$ cat src/hw/pgm_cfg.svh
`ifndef PGM_CFG_SVH
`define PGM_CFG_SVH

// ****************************************************************
// Register offsets.
// ****************************************************************
`define PGM_ADDR_CH2_GAIN     8'h0B
`define PGM_ADDR_CH3_GAIN     8'h0C
`define PGM_ADDR_CH4_GAIN     8'h0D
`define PGM_ADDR_MISC         8'h0E

// ****************************************************************
// Reset values.
// ****************************************************************
`define PGM_GAIN_RESET        8'hA0
`define PGM_MISC_RESET        8'h02

// ****************************************************************
// Field positions of the miscellaneous control register.
// ****************************************************************
`define PGM_MISC_COMBINE_HI   7
`define PGM_MISC_COMBINE_LO   6
`define PGM_MISC_SILENCE_BIT  4
`define PGM_MISC_CAL_BIT      0

// ****************************************************************
// Gain code mapping.
// ****************************************************************
`define PGM_GAIN_UNITY_CODE   9'h0A0
`define PGM_GAIN_MUTE_CODE    8'hFF
`define PGM_GAIN_STEPS_OCTAVE 4
`define PGM_MANT_FRAC_BITS    5'h0E

`endif

$ cat src/hw/pgm_pkg.sv
package pgm_pkg;

  typedef enum logic [1:0] {
    PGM_COMBINE_FOUR     = 2'b00,
    PGM_COMBINE_TWO      = 2'b01,
    PGM_COMBINE_ONE      = 2'b10,
    PGM_COMBINE_RESERVED = 2'b11
  } pgm_combine_type;

  typedef struct packed {
    logic [7:0] ch2_gain_code;
    logic [7:0] ch3_gain_code;
    logic [7:0] ch4_gain_code;
    logic [7:0] summing_mute_calibration_control;
    logic [7:0] rd_data;
  } pgm_regs_type;

endpackage : pgm_pkg

$ cat src/hw/pgm_regs.sv
`timescale 1ns/1ps
`default_nettype none
`include "pgm_cfg.svh"

module pgm_regs (
  input  wire logic                 ref_clk_i,
  input  wire logic                 rst_i,
  input  wire logic [7:0]           addr_i,
  input  wire logic [7:0]           wr_data_i,
  input  wire logic                 wr_i,
  input  wire logic                 rd_i,
  output logic      [7:0]           rd_data_o,
  output logic      [2:0][7:0]      gain_code_o,
  output pgm_pkg::pgm_combine_type  channel_combine_select_o,
  output logic                      all_channel_silence_o,
  output logic                      offset_calibrate_trigger_o
);
  import pgm_pkg::*;

  pgm_regs_type st_q;
  pgm_regs_type st_d;
  logic [7:0]   ctl;

  always_comb begin
    st_d         = st_q;
    st_d.rd_data = 8'h00;
    if (wr_i) begin
      case (addr_i)
        `PGM_ADDR_CH2_GAIN: st_d.ch2_gain_code = wr_data_i;
        `PGM_ADDR_CH3_GAIN: st_d.ch3_gain_code = wr_data_i;
        `PGM_ADDR_CH4_GAIN: st_d.ch4_gain_code = wr_data_i;
        `PGM_ADDR_MISC:     st_d.summing_mute_calibration_control = wr_data_i;
        default:            st_d.summing_mute_calibration_control = st_q.summing_mute_calibration_control;
      endcase
    end
    if (rd_i) begin
      case (addr_i)
        `PGM_ADDR_CH2_GAIN: st_d.rd_data = st_q.ch2_gain_code;
        `PGM_ADDR_CH3_GAIN: st_d.rd_data = st_q.ch3_gain_code;
        `PGM_ADDR_CH4_GAIN: st_d.rd_data = st_q.ch4_gain_code;
        `PGM_ADDR_MISC:     st_d.rd_data = st_q.summing_mute_calibration_control;
        default:            st_d.rd_data = 8'h00;
      endcase
    end
  end

  always_ff @(posedge ref_clk_i or posedge rst_i) begin
    if (rst_i) begin
      st_q.ch2_gain_code <= `PGM_GAIN_RESET;
      st_q.ch3_gain_code <= `PGM_GAIN_RESET;
      st_q.ch4_gain_code <= `PGM_GAIN_RESET;
      st_q.summing_mute_calibration_control <= `PGM_MISC_RESET;
      st_q.rd_data       <= 8'h00;
    end else begin
      st_q <= st_d;
    end
  end

  // Reserved mode and reserved bits are stored as written; software keeps them sane.
  assign ctl                        = st_q.summing_mute_calibration_control;
  assign rd_data_o                  = st_q.rd_data;
  assign gain_code_o                = {st_q.ch4_gain_code, st_q.ch3_gain_code, st_q.ch2_gain_code};
  assign channel_combine_select_o   = pgm_combine_type'(ctl[`PGM_MISC_COMBINE_HI:`PGM_MISC_COMBINE_LO]);
  assign all_channel_silence_o      = ctl[`PGM_MISC_SILENCE_BIT];
  assign offset_calibrate_trigger_o = ctl[`PGM_MISC_CAL_BIT];

endmodule // pgm_regs

`default_nettype wire

$ cat src/hw/pgm_top.sv
`timescale 1ns/1ps
`default_nettype none
`include "pgm_cfg.svh"

module pgm_top #(
  parameter int SAMPLE_W = 24,
  parameter int NUM_CH   = 3
) (
  input  wire logic                             ref_clk_i,
  input  wire logic                             rst_i,
  input  wire logic [7:0]                       addr_i,
  input  wire logic [7:0]                       wr_data_i,
  input  wire logic                             wr_i,
  input  wire logic                             rd_i,
  output logic      [7:0]                       rd_data_o,
  input  wire logic [NUM_CH-1:0]                sample_valid_i,
  input  wire logic [NUM_CH-1:0][SAMPLE_W-1:0]  sample_i,
  output logic      [NUM_CH-1:0]                sample_valid_o,
  output logic      [NUM_CH-1:0][SAMPLE_W-1:0]  sample_o,
  output pgm_pkg::pgm_combine_type              channel_combine_select_o,
  output logic                                  all_channel_silence_o,
  output logic                                  offset_calibrate_trigger_o
);
  import pgm_pkg::*;

  // ****************************************************************
  // Register bank.
  // ****************************************************************
  logic [2:0][7:0] gain_code;

  pgm_regs u_regs (
    .ref_clk_i                  (ref_clk_i),
    .rst_i                      (rst_i),
    .addr_i                     (addr_i),
    .wr_data_i                  (wr_data_i),
    .wr_i                       (wr_i),
    .rd_i                       (rd_i),
    .rd_data_o                  (rd_data_o),
    .gain_code_o                (gain_code),
    .channel_combine_select_o   (channel_combine_select_o),
    .all_channel_silence_o      (all_channel_silence_o),
    .offset_calibrate_trigger_o (offset_calibrate_trigger_o)
  );

  // ****************************************************************
  // Gain datapath.
  // ****************************************************************
  typedef struct packed {
    logic [NUM_CH-1:0]                vld;
    logic [NUM_CH-1:0][SAMPLE_W-1:0]  smp;
  } pgm_dp_type;

  pgm_dp_type dp_q;
  pgm_dp_type dp_d;

  // Mantissa of one 6 dB span in Q1.14, one entry per 0.375 dB step.
  // Taking each 16-step span as an exact doubling costs about 0.02 dB per span.
  function automatic logic [15:0] pgm_mant(input logic [3:0] r);
    case (r)
      4'h0:    pgm_mant = 16'h4000;
      4'h1:    pgm_mant = 16'h42D3;
      4'h2:    pgm_mant = 16'h45C6;
      4'h3:    pgm_mant = 16'h48DA;
      4'h4:    pgm_mant = 16'h4C10;
      4'h5:    pgm_mant = 16'h4F6C;
      4'h6:    pgm_mant = 16'h52ED;
      4'h7:    pgm_mant = 16'h5695;
      4'h8:    pgm_mant = 16'h5A67;
      4'h9:    pgm_mant = 16'h5E64;
      4'hA:    pgm_mant = 16'h628E;
      4'hB:    pgm_mant = 16'h66E7;
      4'hC:    pgm_mant = 16'h6B72;
      4'hD:    pgm_mant = 16'h702F;
      4'hE:    pgm_mant = 16'h7522;
      default: pgm_mant = 16'h7A4D;
    endcase
  endfunction

  function automatic logic [SAMPLE_W-1:0] pgm_scale(input logic [SAMPLE_W-1:0] s, input logic [7:0] code);
    logic signed [8:0]           steps;
    logic signed [4:0]           oct;
    logic signed [SAMPLE_W+16:0] prod;
    logic signed [SAMPLE_W+27:0] ext;
    logic signed [SAMPLE_W+27:0] sh;
    logic signed [SAMPLE_W+27:0] hi;
    logic signed [SAMPLE_W+27:0] lo;
    steps = $signed(`PGM_GAIN_UNITY_CODE) - $signed({1'b0, code});
    oct   = 5'(steps >>> `PGM_GAIN_STEPS_OCTAVE);
    prod  = $signed(s) * $signed({1'b0, pgm_mant(steps[3:0])});
    ext   = (SAMPLE_W + 28)'(prod);
    if (oct >= 0) begin
      sh = (ext <<< oct[3:0]) >>> `PGM_MANT_FRAC_BITS;
    end else begin
      sh = ext >>> (`PGM_MANT_FRAC_BITS + 5'(-oct));
    end
    hi = (SAMPLE_W + 28)'({1'b0, {(SAMPLE_W-1){1'b1}}});
    lo = -hi - 1;
    // Large boosts clip rather than wrap, so a loud input never flips sign.
    if (sh > hi) begin
      pgm_scale = hi[SAMPLE_W-1:0];
    end else if (sh < lo) begin
      pgm_scale = lo[SAMPLE_W-1:0];
    end else begin
      pgm_scale = sh[SAMPLE_W-1:0];
    end
  endfunction

  always_comb begin
    dp_d = dp_q;
    for (int i = 0; i < NUM_CH; i++) begin
      dp_d.vld[i] = sample_valid_i[i];
      if (!sample_valid_i[i]) begin
        dp_d.smp[i] = dp_q.smp[i];
      end else if (all_channel_silence_o) begin
        dp_d.smp[i] = '0;
      end else if (gain_code[i] == `PGM_GAIN_MUTE_CODE) begin
        dp_d.smp[i] = '0;
      end else begin
        dp_d.smp[i] = pgm_scale(sample_i[i], gain_code[i]);
      end
    end
  end

  always_ff @(posedge ref_clk_i or posedge rst_i) begin
    if (rst_i) begin
      dp_q <= '0;
    end else begin
      dp_q <= dp_d;
    end
  end

  assign sample_valid_o = dp_q.vld;
  assign sample_o       = dp_q.smp;

endmodule // pgm_top

`default_nettype wire

$ cat config.mk
export PLATFORM = sky130hd
export DESIGN_NAME = pgm_top
export DESIGN_NICKNAME = d
export VERILOG_FILES = /design/src/hw/pgm_pkg.sv /design/src/hw/pgm_regs.sv /design/src/hw/pgm_top.sv
export VERILOG_INCLUDE_DIRS = /design/src /design/src/hw
export SDC_FILE = /design/constraint.sdc
export NUM_CORES = 2
export LEC_CHECK = 0
export ABC_AREA = 1
export BUFFER_PORTS_ARGS = -buffer_cell sky130_fd_sc_hd__buf_4
export CAP_MARGIN = 25
export CORE_MARGIN = 4
export CORE_UTILIZATION = 60
export CTS_CLUSTER_DIAMETER = 80
export DETAILED_ROUTE_END_ITERATION = 16
export HOLD_SLACK_MARGIN = 0.12
export PLACE_DENSITY = 0.85
export SYNTH_ARGS = -nofsm -noshare
export SYNTH_HDL_FRONTEND = slang
export SYNTH_SLANG_ARGS = --single-unit
$ cat constraint.sdc
create_clock -name ref_clk_i -period 11.72 [get_ports ref_clk_i]
set_input_delay 0 -clock ref_clk_i [delete_from_list [all_inputs] [get_ports ref_clk_i]]
set_output_delay 0 -clock ref_clk_i [all_outputs]
set_load 0.01 [all_outputs]
==> flow_summary.html <==
<table>
<tr><th>Metric</th><th>Value</th></tr>
<tr><th colspan="2">Critical path</th></tr>
<tr><td>Critical-path maximum fanout</td><td>20</td></tr>
<tr><td>Startpoint Class</td><td>register</td></tr>
<tr><td>Nature of the critical path endpoint</td><td>register</td></tr>
<tr><td>Cell count of the worst reg-to-reg path</td><td>46</td></tr>
<tr><td>Required @ worst endpoint</td><td>12.08 ns</td></tr>
<tr><td>CP most frequent cell</td><td>sky130_fd_sc_hd__nand2_1</td></tr>
<tr><td>Terminus of the critical flop-to-flop path</td><td>sample_o[11]</td></tr>
<tr><td>Arrival time at the worst endpoint</td><td>10.99 ns</td></tr>
<tr><td>Startpoint-to-endpoint class of the critical path</td><td>register to register</td></tr>
<tr><td>Crit Reg-Reg Startpoint</td><td>u_regs.gain_code_o[0]</td></tr>
<tr><td>Slowest stage cell, crit path</td><td>sky130_fd_sc_hd__clkinv_1</td></tr>
<tr><td>Setup slack on the worst flop-to-flop path</td><td>1.10 ns</td></tr>
<tr><td>Critical path's largest stage delay</td><td>0.64 ns</td></tr>
<tr><td>Cell type group with the largest total delay on the critical path</td><td>adder cells</td></tr>
<tr><td>Count of buffering cells on the critical path with inverters included</td><td>10</td></tr>
<tr><th colspan="2">STA</th></tr>
<tr><td>Max_slew headroom</td><td>0.312</td></tr>
<tr><td>Least-Margin Pin Slew</td><td>1.03 ns</td></tr>
<tr><td>Hold violation total from the final report</td><td>0</td></tr>
<tr><td>RSZ-0062 raised after global routing</td><td>no</td></tr>
<tr><td>Final worst clock skew</td><td>0.0155 ns</td></tr>
<tr><td>Aggregate negative setup slack</td><td>0 ns</td></tr>
<tr><td>Hold WS</td><td>0.121 ns</td></tr>
<tr><td>Share of the cycle needed by the critical path after routing</td><td>0.906</td></tr>
<tr><td>Final-report max-slew violation count</td><td>0</td></tr>
<tr><td>Clock period minus worst slack</td><td>10.62 ns</td></tr>
<tr><td>Highest attainable clock frequency</td><td>94.1 MHz</td></tr>
<tr><td>Setup Viol. Count Final</td><td>0</td></tr>
<tr><th colspan="2">Die</th></tr>
<tr><td>Area of the die</td><td>105000 um^2</td></tr>
<tr><td>Total core area</td><td>98700 um^2</td></tr>
<tr><td>I/O Pins</td><td>182</td></tr>
<tr><td>Die Span Y</td><td>324 um</td></tr>
<tr><td>Starting density of the core</td><td>0.607</td></tr>
<tr><td>Die W</td><td>324 um</td></tr>
<tr><td>Standard-cell row count</td><td>115</td></tr>
<tr><th colspan="2">GRT</th></tr>
<tr><td>Global-route total usage across every layer</td><td>0.388</td></tr>
<tr><td>Largest net degree at the start of global routing</td><td>85</td></tr>
<tr><td>Global-route congestion overflow total</td><td>0</td></tr>
<tr><td>Number of global-route vias before repair</td><td>59.8k</td></tr>
<tr><td>Antenna violations before repair</td><td>1</td></tr>
<tr><td>Wire length of the first global-routing pass</td><td>320000 um</td></tr>
<tr><th colspan="2">Route</th></tr>
<tr><td>1st-pass router iterations</td><td>11</td></tr>
<tr><td>Number of violations reported at the end of detailed-routing iteration 0</td><td>6388</td></tr>
<tr><td>Routed vias</td><td>58.8k</td></tr>
<tr><td>Via-to-Cell Ratio</td><td>5.83</td></tr>
<tr><td>Aggregate routed wire length</td><td>200000 um</td></tr>
<tr><td>Number of nets with antenna violations after routing</td><td>0</td></tr>
<tr><td>Number of DRC violations after detailed routing</td><td>0</td></tr>
<tr><td>Routed length per instance</td><td>19.9 um</td></tr>
<tr><th colspan="2">CTS</th></tr>
<tr><td>Number of gates resized after CTS</td><td>0</td></tr>
<tr><td>CTS tree</td><td>done</td></tr>
<tr><td>Clk_lat worst skew</td><td>0.45 ns</td></tr>
<tr><td>Number of H-tree branching levels</td><td>4</td></tr>
<tr><td>Sinks on the clock net</td><td>115</td></tr>
<tr><td>Root Driver</td><td>sky130_fd_sc_hd__clkbuf_16</td></tr>
<tr><td>Worst-path clk slew</td><td>0.06 ns</td></tr>
<tr><td>Clock buffer count from CTS</td><td>17</td></tr>
<tr><td>Max Buffers Root-to-Sink</td><td>2</td></tr>
<tr><th colspan="2">Final layout</th></tr>
<tr><td>Final non-filler cell area</td><td>62700 um^2</td></tr>
<tr><td>Area growth from synthesis to final layout</td><td>4.58%</td></tr>
<tr><td>Non-filler cells in the finished layout</td><td>10.1k</td></tr>
<tr><td>Post-layout net count</td><td>10.3k</td></tr>
<tr><td>Ratio of cells with drive above 1 in the final layout</td><td>0.0509</td></tr>
<tr><th colspan="2">Logic synthesis</th></tr>
<tr><td>Fraction of registers with async set or reset after synthesis</td><td>1.00</td></tr>
<tr><td>Total of warnings raised by yosys</td><td>0</td></tr>
<tr><td>Synth top area share</td><td>0.353</td></tr>
<tr><td>Area contributors post-synth</td><td>sky130_fd_sc_hd__fa_1, sky130_fd_sc_hd__nand2_1, sky130_fd_sc_hd__inv_1, sky130_fd_sc_hd__nand3_1, sky130_fd_sc_hd__ha_1</td></tr>
<tr><td>Cell count after synthesis</td><td>8857</td></tr>
<tr><td>Total of flip-flops plus latches after synthesis</td><td>115</td></tr>
<tr><td>Largest area contributor in the synthesized netlist</td><td>sky130_fd_sc_hd__fa_1</td></tr>
<tr><td>Synthesized area divided by synthesized cell count</td><td>6.76 um^2</td></tr>
<tr><td>Mapped Nets</td><td>10.3k</td></tr>
<tr><td>Netlist cell types</td><td>68</td></tr>
<tr><td>Most frequently used flop master after synthesis</td><td>sky130_fd_sc_hd__dfrtp_1</td></tr>
<tr><td>Post-synthesis cell area</td><td>59900 um^2</td></tr>
<tr><td>Count of flip-flops with a built-in enable after synthesis</td><td>0</td></tr>
<tr><td>Proportion of synthesized chip area in sequential cells</td><td>0.0482</td></tr>
<tr><th colspan="2">Place</th></tr>
<tr><td>Post-placement cell count</td><td>10.0k</td></tr>
<tr><td>Instance area after placement</td><td>61900 um^2</td></tr>
<tr><td>Gpl congestion</td><td>1.01</td></tr>
<tr><td># port buffers</td><td>181</td></tr>
<tr><td>Post-DP HPWL</td><td>164000 um</td></tr>
<tr><th colspan="2">Status</th></tr>
<tr><td>Status</td><td>completed</td></tr>
<tr><th colspan="2">Min path</th></tr>
<tr><td>Hold WC Path Type</td><td>primary input to async pin</td></tr>
<tr><th colspan="2">Job</th></tr>
<tr><td>Max Cap Viol</td><td>0</td></tr>
</table>
==> cells in the mapped netlist (15+ instances only) <==
cell type / count
sky130_fd_sc_hd__or2_2: 15
sky130_fd_sc_hd__clkbuf_1: 225
sky130_fd_sc_hd__buf_2: 44
sky130_fd_sc_hd__ha_1: 327
sky130_fd_sc_hd__a31oi_1: 37
sky130_fd_sc_hd__nand3_1: 928
sky130_fd_sc_hd__o21ai_0: 420
sky130_fd_sc_hd__inv_1: 1878
sky130_fd_sc_hd__dfrtp_1: 108
sky130_fd_sc_hd__nand3_2: 38
sky130_fd_sc_hd__buf_4: 18
sky130_fd_sc_hd__inv_2: 45
sky130_fd_sc_hd__o211ai_1: 50
sky130_fd_sc_hd__nor2_1: 696
sky130_fd_sc_hd__o221ai_1: 23
sky130_fd_sc_hd__a21oi_1: 201
sky130_fd_sc_hd__mux2i_1: 16
sky130_fd_sc_hd__o22ai_1: 15
sky130_fd_sc_hd__fa_1: 1056
sky130_fd_sc_hd__nor3_1: 35
sky130_fd_sc_hd__nand2_1: 2355
sky130_fd_sc_hd__buf_1: 59
sky130_fd_sc_hd__nand4_1: 24
sky130_fd_sc_hd__xnor2_1: 58
==> sequential cells by signal, indices dropped and copies added, names as in the netlist <==
register,flops
sample_o,72
u_regs.gain_code_o,24
u_regs.ctl,8
u_regs.rd_data_o,8
sample_valid_o,3
==> area by class of cell <==
type	instances	area, um^2
Fill cell	8977	36000
Timing Repair Buffer	260	2070
Multi-Input combinational cell	6450	48300
Inverter	1938	7280
Clock buffer	18	439
Antenna cell	1	2.50
Clock inverter	14	104
Tap cell	1287	1610
Sequential cell	115	2890
==> placed cells by master, fill, tap and decap left out, drive strengths merged, types with 3 or more instances in the layout <==
cell / netlist / routed
inv: 1925 / 1930
a311oi: 3 / 3
dfrtp: 108 / 108
o211ai: 50 / 50
dlygate4sd3: 0 / 17
xor2: 14 / 14
fa: 1056 / 1056
nand2: 2374 / 2374
clkbuf: 225 / 18
nand3: 966 / 966
mux2i: 16 / 16
or2: 20 / 20
clkinvlp: 0 / 6
clkinv: 13 / 16
o311ai: 3 / 3
nor3: 37 / 37
o21ai: 435 / 435
dfstp: 7 / 7
a31oi: 37 / 37
o41ai: 4 / 4
buf: 129 / 243
nand4: 27 / 27
o21bai: 10 / 10
and2: 7 / 7
nor2: 713 / 713
o221ai: 23 / 23
xnor2: 60 / 60
a211oi: 6 / 6
a22oi: 11 / 11
nor4: 10 / 10
a21oi: 202 / 202
o22ai: 15 / 15
o31ai: 3 / 3
o21a: 6 / 6
ha: 327 / 327
nand3b: 4 / 4
==> metal layers <==
layer / track usage / wire (um) / vias to the layer above
li1: - / - / 26700
met1: 0.489 / 75400 / 28100
met2: 0.642 / 93700 / 3170
met3: 0.0606 / 18000 / 795
met4: 0.214 / 13300 / 2
met5: 0 / 10 / -
==> tightest hold or removal path, cell delays in order <==
cell and delay (ns):
sky130_fd_sc_hd__dlygate4sd3_1 0.53, sky130_fd_sc_hd__buf_4 0.14, sky130_fd_sc_hd__inv_4 0.32
==> how the worst max path moves through the flow <==
stage | start | endpoint | slack, ns | cells past startpoint
2_1_floorplan | u_regs.gain_code_o[0] | sample_o[10] | 3.42 | 47
3_3_place_gp | u_regs.gain_code_o[0] | sample_o[20] | 1.50 | 42
3_5_place_dp | u_regs.gain_code_o[0] | sample_o[11] | 1.28 | 44
4_1_cts | u_regs.gain_code_o[0] | sample_o[21] | 1.26 | 44
5_1_grt | u_regs.gain_code_o[0] | sample_o[3] | 0.34 | 44
6_report | u_regs.gain_code_o[0] | sample_o[11] | 1.10 | 46
==> repair_timing <==
action | in CTS | in global routing
endpoints found under the setup margin | 0 | 0
setup buffers | 0 | 0
hold buffers | 17 | 0
hold endpoints to repair | 89 | 0
==> kinds of logic (layout without fill, tap and decap cells) <==
| kind of cell | Yosys count | in the layout | share of synthesized area |
|---|---|---|---|
| other cells | 0 | 1 | 0 |
| xor+xnor | 74 | 74 | 0.0131 |
| simple gates | 4160 | 4160 | 0.291 |
| flops | 115 | 115 | 0.0482 |
| fa+ha+maj | 1383 | 1383 | 0.421 |
| mux | 16 | 16 | 0.00267 |
| compound gates | 817 | 817 | 0.0765 |
| buf+inv | 2292 | 2230 | 0.147 |
==> through the flow <==
stage	utilization	setup slack, ns
global route	0.635	0.335
floorplan	-	3.42
finish	0.635	1.10
CTS	0.634	1.26
detailed placement	0.627	1.28
global placement	0.626	1.50
Power is left out: the tool's default activity adds up to more than one toggle a clock period on the data nets, which glitch-free logic cannot reach.
